<file path="src/rtl/nmsc_params.svh">
// constants for the normal-mode step-up cycle command path
//
// Overview of operation
// RL1: command byte C2h, select low, read high
// RL2: parameter: bit7 one, cycle fields, bit3 zero
// RL3: low field circuits 1/5, high field 2/3
// RL4: 1/5 codes give 1/16 H up to 8 H
// RL5: 2/3 codes 001-100 only; others inhibited
// RL6: command honoured only with extension pin high
// RL7: accepted in every display and sleep state
// RL8: all resets restore 010 and 011
// RL9: extension pin low leaves fields unchanged
`ifndef NMSC_PARAMS_SVH
`define NMSC_PARAMS_SVH

// command codes and parameter layout
`define NMSC_CMD_BOOST_NORMAL 8'hc2
`define NMSC_CMD_SW_RESET 8'h01
`define NMSC_PARAM_RST 8'hb2
`define NMSC_PARAM_MARK_BIT 7
`define NMSC_PARAM_ZERO_BIT 3
`define NMSC_B23_LSB 4
`define NMSC_B15_LSB 0
`define NMSC_B15_RST 3'h2
`define NMSC_B23_RST 3'h3
`define NMSC_B23_MIN 3'h1
`define NMSC_B23_MAX 3'h4

// device pin vector layout
`define NMSC_PIN_W 12
`define NMSC_PIN_WR 8
`define NMSC_PIN_RD 9
`define NMSC_PIN_DC 10
`define NMSC_PIN_EXT 11
`define NMSC_PIN_IDLE 12'h300
`define NMSC_BUS_W 18

// host strobe phase length in aclk cycles, covers the three-stage pin filter
`define NMSC_STROBE_CYC 4'h4

// host register map (byte addresses)
`define NMSC_REG_CFG 8'h00
`define NMSC_REG_SEND 8'h04
`define NMSC_REG_SWRST 8'h08
`define NMSC_REG_STATUS 8'h0c
`define NMSC_CFG_EXT_BIT 0
`define NMSC_ST_BUSY_BIT 0
`define NMSC_ST_INH_BIT 1
`define NMSC_ST_EXT_BIT 2
`define NMSC_RESP_OKAY 2'h0
`define NMSC_RESP_SLVERR 2'h2

`endif

</file>
<file path="src/rtl/nmsc_pkg.sv">
// types shared by both ends of the step-up cycle command path
`include "nmsc_params.svh"
package nmsc_pkg;

	typedef enum logic [1:0] {
		NMSC_DEV_CMD = 2'b01,
		NMSC_DEV_PARAM = 2'b10
	} nmsc_dev_state_t;

	typedef enum logic [2:0] {
		NMSC_HST_IDLE = 3'b001,
		NMSC_HST_LOW = 3'b010,
		NMSC_HST_HIGH = 3'b100
	} nmsc_hst_state_t;

	typedef struct packed {
		logic [`NMSC_PIN_W-1:0] sync1;
		logic [`NMSC_PIN_W-1:0] sync2;
		logic [`NMSC_PIN_W-1:0] sync3;
		logic [`NMSC_PIN_W-1:0] lvl;
		nmsc_dev_state_t state;
		logic [2:0] b15;
		logic [2:0] b23;
		logic [7:0] b15_16ths;
		logic [7:0] b23_16ths;
		logic b23_inhibit;
		logic update;
		logic sw_reset;
	} nmsc_dev_t;

	typedef struct packed {
		nmsc_hst_state_t state;
		logic [3:0] cnt;
		logic idx;
		logic two;
		logic [7:0] byte0;
		logic [7:0] byte1;
		logic wr_n;
		logic dc;
		logic [7:0] data;
		logic ext_en;
		logic inh_err;
		logic ext_err;
		logic aw_pend;
		logic [7:0] awaddr;
		logic w_pend;
		logic [31:0] wdata;
		logic [3:0] wstrb;
		logic bvalid;
		logic [1:0] bresp;
		logic rvalid;
		logic [31:0] rdata;
		logic [1:0] rresp;
	} nmsc_hst_t;

endpackage : nmsc_pkg

</file>
<file path="src/rtl/nmsc_if.sv">
// pin-level link between the host controller and the driver command logic
`timescale 1ns/1ps
`include "nmsc_params.svh"
interface nmsc_if;
	logic data_cmd_select;
	logic read_strobe_n;
	logic write_strobe_n;
	logic [`NMSC_BUS_W-1:0] data_bus;
	logic ext_cmd_enable_pin;

	modport host (
		output data_cmd_select,
		output read_strobe_n,
		output write_strobe_n,
		output data_bus,
		output ext_cmd_enable_pin
	);

	modport device (
		input data_cmd_select,
		input read_strobe_n,
		input write_strobe_n,
		input data_bus,
		input ext_cmd_enable_pin
	);
endinterface : nmsc_if

</file>
<file path="src/rtl/nmsc_host.sv">
// host controller: axi4-lite registers in, command strobes out
//
// The AXI4-Lite slave port is this design's own decision.
`timescale 1ns/1ps
`include "nmsc_params.svh"
module nmsc_host (
	input wire logic aclk, // system clock
	input wire logic aresetn, // synchronous reset, active low
	input wire logic [7:0] s_axi_awaddr, // write address
	input wire logic s_axi_awvalid, // write address valid
	output logic s_axi_awready, // write address ready
	input wire logic [31:0] s_axi_wdata, // write data
	input wire logic [3:0] s_axi_wstrb, // write byte enables
	input wire logic s_axi_wvalid, // write data valid
	output logic s_axi_wready, // write data ready
	output logic [1:0] s_axi_bresp, // write response
	output logic s_axi_bvalid, // write response valid
	input wire logic s_axi_bready, // write response ready
	input wire logic [7:0] s_axi_araddr, // read address
	input wire logic s_axi_arvalid, // read address valid
	output logic s_axi_arready, // read address ready
	output logic [31:0] s_axi_rdata, // read data
	output logic [1:0] s_axi_rresp, // read response
	output logic s_axi_rvalid, // read data valid
	input wire logic s_axi_rready, // read data ready
	nmsc_if.host link // pins toward the driver
);

	nmsc_pkg::nmsc_hst_t r_reg;
	nmsc_pkg::nmsc_hst_t r_next;
	logic do_wr;
	logic busy;
	logic [2:0] new23;

	// one address and one data slot each; both close while a response waits
	assign s_axi_awready = ~r_reg.aw_pend & ~r_reg.bvalid;
	assign s_axi_wready = ~r_reg.w_pend & ~r_reg.bvalid;
	assign s_axi_arready = ~r_reg.rvalid;
	assign busy = r_reg.state != nmsc_pkg::NMSC_HST_IDLE;

	always_comb begin
		r_next = r_reg;
		new23 = r_reg.wdata[`NMSC_B23_LSB +: 3];
		if (s_axi_awvalid && s_axi_awready) begin
			r_next.aw_pend = 1'b1;
			r_next.awaddr = s_axi_awaddr;
		end
		if (s_axi_wvalid && s_axi_wready) begin
			r_next.w_pend = 1'b1;
			r_next.wdata = s_axi_wdata;
			r_next.wstrb = s_axi_wstrb;
		end
		if (r_reg.bvalid && s_axi_bready) begin
			r_next.bvalid = 1'b0;
		end
		if (r_reg.rvalid && s_axi_rready) begin
			r_next.rvalid = 1'b0;
		end

		// strobe sequencer; each phase outlasts the far end's pin filter
		unique case (r_reg.state)
			nmsc_pkg::NMSC_HST_IDLE: begin
			end
			nmsc_pkg::NMSC_HST_LOW: begin
				if (r_reg.cnt == 4'h0) begin
					r_next.wr_n = 1'b1; // rising edge latches the byte [RL1]
					r_next.cnt = `NMSC_STROBE_CYC - 4'h1;
					r_next.state = nmsc_pkg::NMSC_HST_HIGH;
				end else begin
					r_next.cnt = r_reg.cnt - 4'h1;
				end
			end
			nmsc_pkg::NMSC_HST_HIGH: begin
				if (r_reg.cnt != 4'h0) begin
					r_next.cnt = r_reg.cnt - 4'h1;
				end else if (!r_reg.idx && r_reg.two) begin
					r_next.idx = 1'b1;
					r_next.dc = 1'b1; // parameter phase [RL2]
					r_next.data = r_reg.byte1;
					r_next.wr_n = 1'b0;
					r_next.cnt = `NMSC_STROBE_CYC - 4'h1;
					r_next.state = nmsc_pkg::NMSC_HST_LOW;
				end else begin
					r_next.state = nmsc_pkg::NMSC_HST_IDLE;
				end
			end
		endcase

		// register write once both halves are in; send and reset requests while busy are dropped
		do_wr = r_reg.aw_pend & r_reg.w_pend & ~r_reg.bvalid;
		if (do_wr) begin
			r_next.aw_pend = 1'b0;
			r_next.w_pend = 1'b0;
			r_next.bvalid = 1'b1;
			r_next.bresp = `NMSC_RESP_OKAY;
			unique case (r_reg.awaddr)
				`NMSC_REG_CFG: begin
					if (r_reg.wstrb[0]) begin
						r_next.ext_en = r_reg.wdata[`NMSC_CFG_EXT_BIT]; // [RL6]
					end
				end
				`NMSC_REG_SEND, `NMSC_REG_SWRST: begin
					if (r_reg.wstrb[0] && !busy) begin
						if (!r_reg.ext_en) begin
							r_next.ext_err = 1'b1; // pin low: device would ignore a send [RL6]
						end else if (r_reg.awaddr == `NMSC_REG_SEND &&
							(new23 < `NMSC_B23_MIN || new23 > `NMSC_B23_MAX)) begin
							r_next.inh_err = 1'b1; // never put an inhibited code out [RL5]
						end else begin
							r_next.two = r_reg.awaddr == `NMSC_REG_SEND;
							r_next.byte0 = (r_reg.awaddr == `NMSC_REG_SEND) ?
								`NMSC_CMD_BOOST_NORMAL : `NMSC_CMD_SW_RESET; // [RL1]
							r_next.byte1 = {1'b1, new23, 1'b0, r_reg.wdata[2:0]}; // [RL2]
							r_next.idx = 1'b0;
							r_next.dc = 1'b0; // command phase [RL1]
							r_next.data = r_next.byte0;
							r_next.wr_n = 1'b0;
							r_next.cnt = `NMSC_STROBE_CYC - 4'h1;
							r_next.state = nmsc_pkg::NMSC_HST_LOW;
						end
					end
				end
				`NMSC_REG_STATUS: begin
					// write one to clear; errors are set only by send or reset writes, never in the same cycle
					if (r_reg.wstrb[0] && r_reg.wdata[`NMSC_ST_INH_BIT]) begin
						r_next.inh_err = 1'b0;
					end
					if (r_reg.wstrb[0] && r_reg.wdata[`NMSC_ST_EXT_BIT]) begin
						r_next.ext_err = 1'b0;
					end
				end
				default: begin
					r_next.bresp = `NMSC_RESP_SLVERR;
				end
			endcase
		end

		// read path answers one cycle after the address is taken
		if (s_axi_arvalid && s_axi_arready) begin
			r_next.rvalid = 1'b1;
			r_next.rresp = `NMSC_RESP_OKAY;
			r_next.rdata = 32'h0000_0000;
			unique case (s_axi_araddr)
				`NMSC_REG_CFG: r_next.rdata[`NMSC_CFG_EXT_BIT] = r_reg.ext_en;
				`NMSC_REG_SEND, `NMSC_REG_SWRST: begin
				end
				`NMSC_REG_STATUS: begin
					r_next.rdata[`NMSC_ST_BUSY_BIT] = busy;
					r_next.rdata[`NMSC_ST_INH_BIT] = r_reg.inh_err;
					r_next.rdata[`NMSC_ST_EXT_BIT] = r_reg.ext_err;
				end
				default: r_next.rresp = `NMSC_RESP_SLVERR;
			endcase
		end
	end

	always_ff @(posedge aclk) begin
		if (!aresetn) begin
			r_reg <= '0;
			r_reg.state <= nmsc_pkg::NMSC_HST_IDLE;
			r_reg.wr_n <= 1'b1;
		end else begin
			r_reg <= r_next;
		end
	end

	assign s_axi_bvalid = r_reg.bvalid;
	assign s_axi_bresp = r_reg.bresp;
	assign s_axi_rvalid = r_reg.rvalid;
	assign s_axi_rdata = r_reg.rdata;
	assign s_axi_rresp = r_reg.rresp;
	assign link.write_strobe_n = r_reg.wr_n;
	assign link.read_strobe_n = 1'b1; // never reads [RL1]
	assign link.data_cmd_select = r_reg.dc;
	assign link.data_bus = {10'h000, r_reg.data}; // upper lines held low
	assign link.ext_cmd_enable_pin = r_reg.ext_en;

endmodule : nmsc_host

</file>
<file path="src/flat_wrapper.sv">
// flat-port wrapper written by rule: the top's interface ports become plain ports
module nmsc_host_flat 
  (aclk, aresetn, s_axi_awaddr, s_axi_awvalid, s_axi_awready, s_axi_wdata, s_axi_wstrb, s_axi_wvalid, s_axi_wready, s_axi_bresp, s_axi_bvalid, s_axi_bready, s_axi_araddr, s_axi_arvalid, s_axi_arready, s_axi_rdata, s_axi_rresp, s_axi_rvalid, s_axi_rready, link_data_cmd_select, link_read_strobe_n, link_write_strobe_n, link_data_bus, link_ext_cmd_enable_pin);
  nmsc_if link_i ();
  input wire logic aclk;
  input wire logic aresetn;
  input wire logic [7:0] s_axi_awaddr;
  input wire logic s_axi_awvalid;
  output logic s_axi_awready;
  input wire logic [31:0] s_axi_wdata;
  input wire logic [3:0] s_axi_wstrb;
  input wire logic s_axi_wvalid;
  output logic s_axi_wready;
  output logic [1:0] s_axi_bresp;
  output logic s_axi_bvalid;
  input wire logic s_axi_bready;
  input wire logic [7:0] s_axi_araddr;
  input wire logic s_axi_arvalid;
  output logic s_axi_arready;
  output logic [31:0] s_axi_rdata;
  output logic [1:0] s_axi_rresp;
  output logic s_axi_rvalid;
  input wire logic s_axi_rready;
  output wire logic [$bits(link_i.data_cmd_select)-1:0] link_data_cmd_select;
  output wire logic [$bits(link_i.read_strobe_n)-1:0] link_read_strobe_n;
  output wire logic [$bits(link_i.write_strobe_n)-1:0] link_write_strobe_n;
  output wire logic [$bits(link_i.data_bus)-1:0] link_data_bus;
  output wire logic [$bits(link_i.ext_cmd_enable_pin)-1:0] link_ext_cmd_enable_pin;
  assign link_data_cmd_select = link_i.data_cmd_select;
  assign link_read_strobe_n = link_i.read_strobe_n;
  assign link_write_strobe_n = link_i.write_strobe_n;
  assign link_data_bus = link_i.data_bus;
  assign link_ext_cmd_enable_pin = link_i.ext_cmd_enable_pin;
  nmsc_host u_core (.aclk(aclk), .aresetn(aresetn), .s_axi_awaddr(s_axi_awaddr), .s_axi_awvalid(s_axi_awvalid), .s_axi_awready(s_axi_awready), .s_axi_wdata(s_axi_wdata), .s_axi_wstrb(s_axi_wstrb), .s_axi_wvalid(s_axi_wvalid), .s_axi_wready(s_axi_wready), .s_axi_bresp(s_axi_bresp), .s_axi_bvalid(s_axi_bvalid), .s_axi_bready(s_axi_bready), .s_axi_araddr(s_axi_araddr), .s_axi_arvalid(s_axi_arvalid), .s_axi_arready(s_axi_arready), .s_axi_rdata(s_axi_rdata), .s_axi_rresp(s_axi_rresp), .s_axi_rvalid(s_axi_rvalid), .s_axi_rready(s_axi_rready), .link(link_i));
endmodule
</file>
<file path="config.mk">
export PLATFORM = sky130hd
export DESIGN_NAME = nmsc_host_flat
export DESIGN_NICKNAME = d
export VERILOG_FILES = /design/src/rtl/nmsc_pkg.sv /design/src/rtl/nmsc_if.sv /design/src/rtl/nmsc_host.sv /design/src/flat_wrapper.sv
export VERILOG_INCLUDE_DIRS = /design/src /design/src/rtl
export SDC_FILE = /design/constraint.sdc
export NUM_CORES = 1
export LEC_CHECK = 0
export ABC_AREA = 0
export BUFFER_PORTS_ARGS = -buffer_cell sky130_fd_sc_hd__buf_4
export CORE_UTILIZATION = 43
export CTS_CLUSTER_SIZE = 24
export DETAILED_ROUTE_END_ITERATION = 6
export HOLD_SLACK_MARGIN = 0.12
export PLACE_DENSITY = 0.87
export SETUP_SLACK_MARGIN = 0.5
export SLEW_MARGIN = 20
export SYNTH_ARGS = -nofsm -noshare
export SYNTH_HDL_FRONTEND = slang
export SYNTH_SLANG_ARGS = --single-unit
</file>
<file path="constraint.sdc">
create_clock -name aclk -period 1.9 [get_ports aclk]
set_input_delay 0.285 -clock aclk [delete_from_list [all_inputs] [get_ports aclk]]
set_output_delay 0.285 -clock aclk [all_outputs]
set_load 0.01 [all_outputs]
</file>
## After elaboration in Yosys (flattened, before gate mapping)

Cells that the tools add are included.

| storage, ports and cells | value |
|---|---|
| register bits | 64 |
| bits in latches | 0 |
| RAM bits | 0 |
| bits in read-only memories | 0 |
| memories kept | 0 |

| cells by class | value |
|---|---|
| add/sub/neg operators | 1 |
| multipliers | 0 |
| div/mod/pow operators | 0 |
| $lt $le $gt $ge | 2 |
| equal/unequal tests | 15 |
| shift-type cells | 0 |
| muxes and demuxes | 38 |
| bitwise logic cells | 10 |
| reduce and logical (&&, ||, !) cells | 28 |

Operators with widths:

| kind | count |
|---|---|
| 2-to-1 mux 35 bit | 5 |
| 2-to-1 mux 39 bit | 1 |
| equality test 8 x 4 -> 1 bit, second input constant | 4 |
| 2-to-1 mux 10 bit | 2 |
| 2-to-1 mux 9 bit | 2 |
| equality test 8 x 3 -> 1 bit, second input constant | 2 |
| zero test 8 bit | 2 |
| case mux 7 bit (2 select lines) | 1 |
| 2-to-1 mux 1 bit | 12 |
| logical AND 1 bit | 10 |
| 2-to-1 mux 2 bit | 5 |
| != test 2 x 1 -> 1 bit, second input constant | 5 |
| AND reduction 5 bit | 2 |
| 2-to-1 mux 3 bit | 3 |
| 2-to-1 mux 4 bit | 2 |
| 2-to-1 mux 8 bit | 1 |
| OR reduction 4 bit | 2 |
| NOT 1 bit | 6 |
| AND reduction 6 bit | 1 |
| nonzero test 2 bit | 3 |
| 2-to-1 mux 5 bit | 1 |
| AND 1 bit | 4 |
| zero test 4 bit | 1 |
| case mux 1 bit (2 select lines) | 2 |
| 13 further kinds | 15 |

## Depth between registers and ports, before layout

Gate-level depths: netlist (run 1).

| depth | value |
|---|---|
| depth after elaboration | 10 |
| depth in mapped cells | 8 |

## Worst setup path after synthesis (run 1)

Ideal clock, no wire load.

| timing path | value |
|---|---|
| path kind | register -> register |
| start | register u_core.r_reg[115] in the netlist's numbering |
| end | register u_core.r_reg, in the netlist u_core.link.data_bus[0] |
| setup time | 0.131 ns |
| data arrival time | 1.924 ns |
| slack | -0.155 ns |
| cell stages (with the launch flop) | 9 |
| path buffers | 1 |
| clock period less this slack | 2.055 ns |
| path through | dfxtp_1 > inv_1 > ha_1 > or4b_4 > or3_1 > buf_6 > mux2_4 > nand2_2 > a21oi_2 |

| on the way | value |
|---|---|
| longest elaborated chain between the ends | 8 |

RTL lines:

| element | line | text |
|---|---|---|
| start, declared | nmsc_host.sv:29 | `nmsc_pkg::nmsc_hst_t r_reg;` |
| start signal, assigned | nmsc_host.sv:163 | `r_reg <= r_next;` |
| nonzero test 4 bit (*) | nmsc_host.sv:74 | `if (r_reg.cnt != 4'h0) begin` |
| 2-to-1 mux 10 bit (*) | nmsc_host.sv:74 |  |
| 2-to-1 mux 9 bit (*) | nmsc_host.sv:61 | `unique case (r_reg.state)` |
| 2-to-1 mux 35 bit | nmsc_host.sv:106 | `` end else if (r_reg.awaddr == `NMSC_REG_SEND && `` |
| 2-to-1 mux 35 bit | nmsc_host.sv:104 | `if (!r_reg.ext_en) begin` |
| 2-to-1 mux 35 bit | nmsc_host.sv:103 | `if (r_reg.wstrb[0] && !busy) begin` |
| 2-to-1 mux 35 bit | nmsc_host.sv:96 | `unique case (r_reg.awaddr)` |
| 2-to-1 mux 39 bit (*) | nmsc_host.sv:91 | `if (do_wr) begin` |

Mark *: on every way between the ends. The rest lies on a longest branch, timed or not.
A chain may end at the register's enable or synchronous reset.

## Worst setup path in the final report (run 1)

| timing path | value |
|---|---|
| start | register u_core.r_reg[116] in the netlist's numbering |
| end | register u_core.r_reg, in the netlist u_core.link.data_bus[7] |

Same word-level chain as after synthesis.

==> results.yml, run 1 <==
clock_network:
  path_clk_slew_ps: 90
  cts_tree: "done"
  clk_latency_ps: 300
  numCtsBuffers: 5
  ctsLongestPathBuffers: 2
  hold_buffers: 0
  cts_sinks: 53
  clockRootBuffer: "clkbuf_8"
  h-tree-depth: 2
drt:
  antenna_left: 0
  wl_um: 6250
  vias_per_cell: 5.13
  via_count: 2413
  drc: 0
  drtIter0Drc: 153
  wire_per_inst_um: 13.3
  first_pass_iters: 4
synthesis:
  yosysWarnings: 0
  syn_area_per_cell_um2: 8.13
  synth_cell_types: 48
  ys.flop_type: "dfxtp_1"
  async_flop_share_pct: 0
  synth-seq-area-share_pct: 39.2
  syn_inst: 333
  yosys_register_bits: 53
  syn_area_um2: 2710
  synth_edf_count: 0
timing:
  fin_crit_sh_pct: 101
  holdWs_ps: 213
  maxSlewViolCount: 0
  skew_ps: 4.79
  layout_setup_ws_ps: -10.8
  final-hold-violation-count: 0
  clock.fmax_mhz: 523
  rsz0062_at_grt: "true"
  min_period_ps: 1910
  finalSetupViolCount: 1
worst_setup_path:
  start_kind: "flop"
  cp-endpoint: "u_core.link.data_bus[7]$_SDFF_PN0_"
  reg2reg_depth: 7
  regToRegSetupSlack_ps: -10
  crit_type: "flop to flop"
  critPathArrivalTime_ps: 2120
  endpoint_kind: "flop"
  cp-startpoint: "u_core.r_reg[116]$_SDFF_PN0_"
  crit_required_ps: 2110
  r2r_end: "u_core.link.data_bus[7]$_SDFF_PN0_"
  reg2reg_from: "u_core.r_reg[116]$_SDFF_PN0_"
  worst-path-max-fanout: 4
power_and_ir_drop:
  vdd_drop_max_v: 0.000512
  leakagePower_nw: 1.48
  cellPowerDensity_nw_per_um2: 702
finish:
  final_cell_mix: "73 x buf_4, 48 x dfxtp_1, 42 x conb_1, 37 x nand2_1, 35 x nor2_1"
  syn2layout_area_growth_pct: 27.4
  nets: 454
  largest_reg_flops: 32
  num_antenna_cells: 0
  drive_above_1_share_pct: 33.7
  final_cells: 470
  final_common_cell: "buf_4"
global_routing:
  overflow: 0
  grt_pass1_vias: 2236
  grt_pass1_wl_um: 9900
  grt_usage_pct: 19.3
  grt_max_degree: 25
  antenna_found_initial: 0
floorplanning:
  std_cell_rows: 28
  initial_core_util_pct: 45.2
  ios: 122
  fp.dieH_um: 81.4
  coreArea_um2: 5990
  die_w_um: 81.4
  die_area_um2: 6620
place:
  dp_cells: 450
  gp_congestion: 0.851
  dp_hpwl_um: 4210
  pre_cts_ws_ps: -20.9
  io_buffers: 50
job:
  drv_cap: 0
outcome:
  status: "complete, but fails checks"
  failed_checks: "setup timing"
worst_hold_path:
  hp-class: "primary input to flop"
==> stage by stage <==
stage / setup TNS, ps / area (um2) / total power, W / util (%)
final: -10.8 / 3450 / 0.00242 / 57.6
after global routing: -218 / 3450 / 0.00252 / 57.6
after CTS: 0 / 3330 / 0.00239 / 55.6
after detailed placement: -92.9 / 3090 / 0.00149 / 51.5
after global placement: -35.6 / 3090 / 0.00148 / 51.5
after floorplan: -62.6 / 2950 / 0.00144 / -
==> worst max-delay path: stages, from the launching register on <==
cell,delay (ps)
dfxtp_2,330
inv_2,60
ha_4,130
or4b_4,470
or3_4,380
mux2i_1,210
a21oi_1,60
o21a_1,170
==> synthesized netlist by cell type, types with 2 or more instances <==
master     n  area (um2)
a21oi_1   29         145
a22oi_1    3        22.5
a31oi_1    9        56.3
and2_1     3        18.8
and2b_1    2        15.0
buf_4     55         413
clkbuf_1   8        30.0
conb_1     2        7.51
dfxtp_1   53        1060
inv_1      4        15.0
mux2i_1   15         150
nand2_1   45         169
nand2b_1   8        50.1
nand3_1    8        40.0
nand4_1    2        12.5
nor2_1    36         135
nor2b_1    2        12.5
nor3_1     5        25.0
nor3b_1    2        15.0
nor4_1     3        18.8
o21a_1     2        15.0
o21ai_0    6        30.0
o21ai_1    2        10.0
o31ai_1    2        15.0
or3_1      3        18.8
or4_1      2        15.0
==> area by class of cell <==
type	instances	area (um2)
clock buffers	5	68.8
flip-flops and latches	53	1070
multi-input cells	249	1500
inverters	5	18.8
fillers	512	2540
well taps	75	93.8
repair buffers	80	636
clock inverters	3	65.1
==> metal layers <==
layer	routed length [um]	track usage, %	vias up
met5	0	0	-
met4	180	9.29	0
met3	318	4.27	21
met2	3210	33.9	86
met1	2540	21.8	1147
li1	-	-	1159
==> logic make-up after synthesis <==
| kind of cell | after synthesis | share of synthesized area, % |
|---|---|---|
| AND/OR/NAND/NOR | 130 | 23.2 |
| multiplexers | 16 | 6.10 |
| buffers and inverters | 71 | 17.8 |
| adder cells (fa/ha/maj) | 1 | 0.462 |
| other | 2 | 0.277 |
| AO/OA/AOI/OAI | 60 | 12.9 |
| flip-flops | 53 | 39.2 |
==> report_power, final <==
group / internal, W / leakage (nW) / switching (W)
logic: 0.000160 / 0.982 / 0.000191
clock network: 0.000523 / 0.0681 / 0.000365
registers: 0.00115 / 0.433 / 0.0000373
==> worst min-delay path by stage <==
stage	startpoint	to	slack, ps	cells past startpoint
finish	s_axi_awaddr[5]	u_core.r_reg[80]$_SDFFE_PN0P_	210	3
global route	s_axi_awaddr[2]	u_core.r_reg[77]$_SDFFE_PN0P_	210	3
CTS	s_axi_awaddr[5]	u_core.r_reg[80]$_SDFFE_PN0P_	200	3
detailed placement	u_core.link.data_bus[3]$_SDFF_PN0_	u_core.link.data_bus[3]$_SDFF_PN0_	440	2
global placement	u_core.link.data_bus[3]$_SDFF_PN0_	u_core.link.data_bus[3]$_SDFF_PN0_	420	2
floorplan	u_core.link.data_bus[3]$_SDFF_PN0_	u_core.link.data_bus[3]$_SDFF_PN0_	410	2
==> repair_timing <==
item / 4_1_cts / 5_1_grt
buffers inserted: 6 / 5
setup endpoints to repair: 29 / 38
resized for setup: 16 / 19
pin swaps: 11 / 10
gates cloned: 1 / 0
Power figures use the tool's default switching activity.
==> run 2, diff against run 1 <==
--- a/config.mk
+++ b/config.mk
@@ -8,6 +8,7 @@
 export LEC_CHECK = 0
 export ABC_AREA = 0
 export BUFFER_PORTS_ARGS = -buffer_cell sky130_fd_sc_hd__buf_4
+export CORE_MARGIN = 5
 export CORE_UTILIZATION = 43
 export CTS_CLUSTER_SIZE = 24
 export DETAILED_ROUTE_END_ITERATION = 6
==> run 2 against run 1 <==
Compared with the run above:
- the run now ends clean
- via count fell by 3.9%
- worst hold slack got worse by 2.3 ps
- clock power is 10% lower
- fmax up 1.6%
- critical path type unchanged
- largest cell class unchanged
==> results.yml, run 2 (same netlist as run 1, synthesis figures left out) <==
worst_setup_path:
  worst-path-max-fanout: 4
  start_kind: "flop"
  critPathArrivalTime_ps: 2080
  crit_type: "flop to flop"
  crit_required_ps: 2100
  endpoint_kind: "flop"
finish:
  final_area_um2: 3400
  fill_cells: 557
  drive_above_1_share_pct: 33.6
  final_common_cell: "buf_4"
  nets: 449
  final_cell_mix: "67 x buf_4, 49 x dfxtp_1, 42 x conb_1, 39 x nand2_1, 33 x nor2_1"
  num_antenna_cells: 0
  syn2layout_area_growth_pct: 25.6
  largest_reg_flops: 32
drt:
  antenna_left: 0
  vias_per_cell: 4.97
  wire_per_inst_um: 13.3
  drtIter0Drc: 169
  drc: 0
  via_count: 2320
  first_pass_iters: 4
  wl_um: 6200
floorplanning:
  die_w_um: 89.4
  initial_core_util_pct: 43.4
  die_area_um2: 7980
  std_cell_rows: 29
  ios: 122
  fp.dieH_um: 89.4
  coreArea_um2: 6240
clock_network:
  clk_latency_ps: 300
  cts_sinks: 53
  h-tree-depth: 2
  hold_buffers: 0
  clockRootBuffer: "clkbuf_8"
  path_clk_slew_ps: 100
  cts_tree: "done"
  numCtsBuffers: 5
  ctsLongestPathBuffers: 2
timing:
  maxSlewViolCount: 0
  holdWs_ps: 210
  rsz0062_at_grt: "true"
  final-hold-violation-count: 0
  skew_ps: 5.29
  fin_crit_sh_pct: 99.0
  min_period_ps: 1880
  clock.fmax_mhz: 531
  finalSetupViolCount: 0
power_and_ir_drop:
  vdd_drop_max_v: 0.000471
  finalPower_w: 0.00230
  cellPowerDensity_nw_per_um2: 676
  leakagePower_nw: 1.44
job:
  drv_cap: 0
global_routing:
  grt_pass1_wl_um: 9950
  overflow: 0
  antenna_found_initial: 0
  grt_max_degree: 26
  grt_usage_pct: 15.5
  grt_pass1_vias: 2212
place:
  gp_congestion: 0.842
  io_buffers: 50
  dp_hpwl_um: 4590
  place_area_um2: 3080
worst_hold_path:
  hp-class: "primary input to flop"
outcome:
  status: "completed"
[run 2: timing repair]
action / CTS / global route
endpoints found under the setup margin: 29 / 38
resized for setup: 18 / 20
cloned: 2 / 0
setup buffers: 4 / 1
pin swaps: 12 / 7
[run 2: worst paths after layout]
check / slack (ps) / end / startpoint / cells after the start
max: 20 / u_core.link.data_bus[0]$_SDFF_PN0_ / u_core.r_reg[116]$_SDFF_PN0_ / 7
min: 210 / u_core.r_reg[80]$_SDFFE_PN0P_ / s_axi_awaddr[5] / 3
max reg2reg: 20 / u_core.link.data_bus[0]$_SDFF_PN0_ / u_core.r_reg[116]$_SDFF_PN0_ / 7
min reg2reg: 440 / u_core.link.data_bus[3]$_SDFF_PN0_ / u_core.link.data_bus[3]$_SDFF_PN0_ / 2
[run 2: cell type report]
class	count	area (um2)	share of cell area [%]
multi-input combinational	250	1520	44.6
timing repair buffer	74	582	17.1
tap	77	96.3	2.83
sequential	53	1070	31.3
inverter	5	18.8	0.552
clock buffer	6	82.6	2.43
clock inverter	2	37.5	1.10
[run 2: where the power goes]
group	internal, W	total (W)	switching, W
clock network	0.000429	0.000797	0.000369
registers	0.00115	0.00119	0.0000386
logic	0.000135	0.000317	0.000182
[run 2: metrics by stage]
| stage | utilization (%) | cells | worst slack, ps | TNS [ps] |
|---|---|---|---|---|
| floorplan | - | 373 | -62.6 | -62.6 |
| global placement | 49.3 | 452 | -27.2 | -42.7 |
| detailed placement | 49.3 | 452 | -69.0 | -173 |
| CTS | 53.0 | 466 | 11.5 | 0 |
| global route | 54.5 | 467 | -25.0 | -50.1 |
| finish | 54.5 | 467 | 18.5 | 0 |
[run 2: worst max-delay path: stages, from the launching register on]
cell and delay, ps:
dfxtp_2 330, inv_2 60, ha_4 120, or4b_4 460
or3_4 380, mux2_4 320, nand2_2 60, a21oi_2 50
[run 2: per-layer routing]
layer | track usage [%] | routed length (um) | share of wire [%] | vias to the layer above
met5 | 0 | 0 | 0 | -
li1 | - | - | - | 1148
met1 | 19.1 | 2520 | 41 | 1094
met4 | 4.60 | 100 | 1.6 | 0
met3 | 2.86 | 360 | 5.8 | 11
met2 | 27.3 | 3220 | 52 | 67
==> run 3, diff against run 2 <==
--- a/config.mk
+++ b/config.mk
@@ -9,11 +9,11 @@
 export ABC_AREA = 0
 export BUFFER_PORTS_ARGS = -buffer_cell sky130_fd_sc_hd__buf_4
 export CORE_MARGIN = 5
-export CORE_UTILIZATION = 43
+export CORE_UTILIZATION = 30
 export CTS_CLUSTER_SIZE = 24
 export DETAILED_ROUTE_END_ITERATION = 6
 export HOLD_SLACK_MARGIN = 0.12
-export PLACE_DENSITY = 0.87
+export PLACE_DENSITY = 0.67
 export SETUP_SLACK_MARGIN = 0.5
 export SLEW_MARGIN = 20
 export SYNTH_ARGS = -nofsm -noshare
==> run 3 against run 2 <==
Compared with the run above:
- non-clock buffer count grew 18
- cell count rose by 10%
- routed wire length rose by 7.9%
- critical path depth did not move
- register-to-register slack about the same
- worst setup slack lost 14 ps
- via count is 1.8% higher
- highest routed layer unchanged
==> results.yml, run 3 (same netlist as run 1, synthesis figures left out) <==
clock_network:
  cts_sinks: 53
  clockRootBuffer: "clkbuf_8"
  path_clk_slew_ps: 100
  ctsLongestPathBuffers: 2
  h-tree-depth: 2
  numCtsBuffers: 5
  clk_latency_ps: 320
  cts_tree: "done"
finish:
  final_common_cell: "buf_4"
  final_cell_mix: "75 x buf_4, 48 x dfxtp_1, 42 x conb_1, 34 x nand2_1, 31 x nor2_1"
  num_antenna_cells: 0
  nets: 466
  fin_util_pct: 41.9
  final_area_um2: 3670
  largest_reg_flops: 32
  drive_above_1_share_pct: 38.6
  fill_cells: 874
  syn2layout_area_growth_pct: 35.5
worst_setup_path:
  crit_required_ps: 2110
  endpoint_kind: "flop"
  slowest_delay_ps: 460
  crit_type: "flop to flop"
  crit_chain: "inv_2 -> ha_4 -> or4b_4 -> or3_4 -> mux2_4 -> nand2_2 -> a21oi_2"
  start_kind: "flop"
  worst-path-max-fanout: 3
  crit_slowest_cell: "or4b_4"
  critPathArrivalTime_ps: 2110
timing:
  min_period_ps: 1900
  finalSetupViolCount: 0
  holdWs_ps: 198
  final-hold-violation-count: 0
  rsz0062_at_grt: "true"
  skew_ps: 10.9
  maxSlewViolCount: 0
  fin_crit_sh_pct: 99.8
  clock.fmax_mhz: 527
floorplanning:
  ios: 122
  coreArea_um2: 8760
  die_w_um: 105
  fp.dieH_um: 105
  std_cell_rows: 34
  die_area_um2: 11000
  initial_core_util_pct: 30.9
power_and_ir_drop:
  leakagePower_nw: 1.53
  vdd_drop_max_v: 0.000400
  cellPowerDensity_nw_per_um2: 596
global_routing:
  grt_usage_pct: 11.0
  grt_use_met1_pct: 14.1
  overflow: 0
  grt_pass1_vias: 2179
  grt-busiest-layer: "met2"
  gr-usage-met3_pct: 3.08
  grt.met2_usage_pct: 18.5
  grt_max_degree: 26
  grt_pass1_wl_um: 10300
  antenna_found_initial: 0
drt:
  wl_um: 6690
  drc: 0
  via_count: 2362
  drtIter0Drc: 119
  wire_per_inst_um: 13.0
  vias_per_cell: 4.59
  antenna_left: 0
  first_pass_iters: 4
place:
  gp_congestion: 0.826
  place_area_um2: 3160
  dp_hpwl_um: 4580
  io_buffers: 50
outcome:
  status: "completed"
job:
  drv_cap: 0
worst_hold_path:
  hp-class: "primary input to flop"
==> run 3: cell count changes in the layout (fill, tap and decap cells not counted), moves of 2 or more <==
cell	delta
buf_12	+3
a22oi_1	-2
nand3_2	-3
nand3_1	+3
nand2_2	+4
buf_6	+6
nor2_2	-2
a22oi_2	+2
nand2_1	-5
nor2_4	+4
buf_4	+8
nor2_1	-2
==> run 3: worst max-delay path: cells and delay by family (launching register included) <==
family / cells / cell delay (ps)
simple gates: 3 / 900
buf+inv: 1 / 60
compound gates: 1 / 50
mux: 1 / 320
fa+ha+maj: 1 / 130
flops: 1 / 330
==> run 3: routing by layer <==
metal	part of all wire (%)	vias to the layer above
li1	-	1178
met1	43	1108
met2	50	67
met3	6.0	9
met4	1.4	0
met5	0	-
==> run 3: area by class of cell <==
type / instances / area, um2 / area share (%)
timing repair buffer: 92 / 797 / 21.7
sequential: 53 / 1070 / 29.1
clock inverter: 2 / 15.0 / 0.409
clock buffer: 6 / 72.6 / 1.98
multi-input combinational: 249 / 1560 / 42.6
inverter: 5 / 18.8 / 0.511
tap: 108 / 135 / 3.68
==> run 3: where the power goes <==
group | total, W | internal [W] | switching [W]
registers | 0.00118 | 0.00115 | 0.0000369
logic | 0.000361 | 0.000168 | 0.000193
clock network | 0.000642 | 0.000260 | 0.000381
total | 0.00219 | 0.00158 | 0.000611
==> run 3: worst paths after layout <==
check | start | to | slack (ps) | cells after the start
max | u_core.r_reg[116]$_SDFF_PN0_ | u_core.link.data_bus[0]$_SDFF_PN0_ | 4 | 7
min | s_axi_wdata[5] | u_core.new23[1]$_SDFFE_PN0P_ | 200 | 3
max reg2reg | u_core.r_reg[116]$_SDFF_PN0_ | u_core.link.data_bus[0]$_SDFF_PN0_ | 4 | 7
min reg2reg | u_core.link.data_bus[3]$_SDFF_PN0_ | u_core.link.data_bus[3]$_SDFF_PN0_ | 440 | 2
==> run 3: timing repair <==
item | CTS | global route
cloned | 1 | 1
endpoints found under the setup margin | 30 | 38
gates resized for setup | 19 | 40
pin swaps | 11 | 20
endpoints found under the hold margin | 0 | 0
hold buffers | 0 | 0
buffers inserted | 10 | 9
==> run 3: stage by stage <==
step / cells / total power, W / setup slack (ps) / TNS, ps
after floorplan: 373 / 0.00144 / -62.6 / -62.6
after global routing: 515 / 0.00228 / -40.0 / -138
final: 515 / 0.00219 / 4.25 / 0
after global placement: 486 / 0.00149 / -25.5 / -57.4
after detailed placement: 486 / 0.00150 / -31.4 / -91.2
after CTS: 505 / 0.00216 / 22.2 / 0
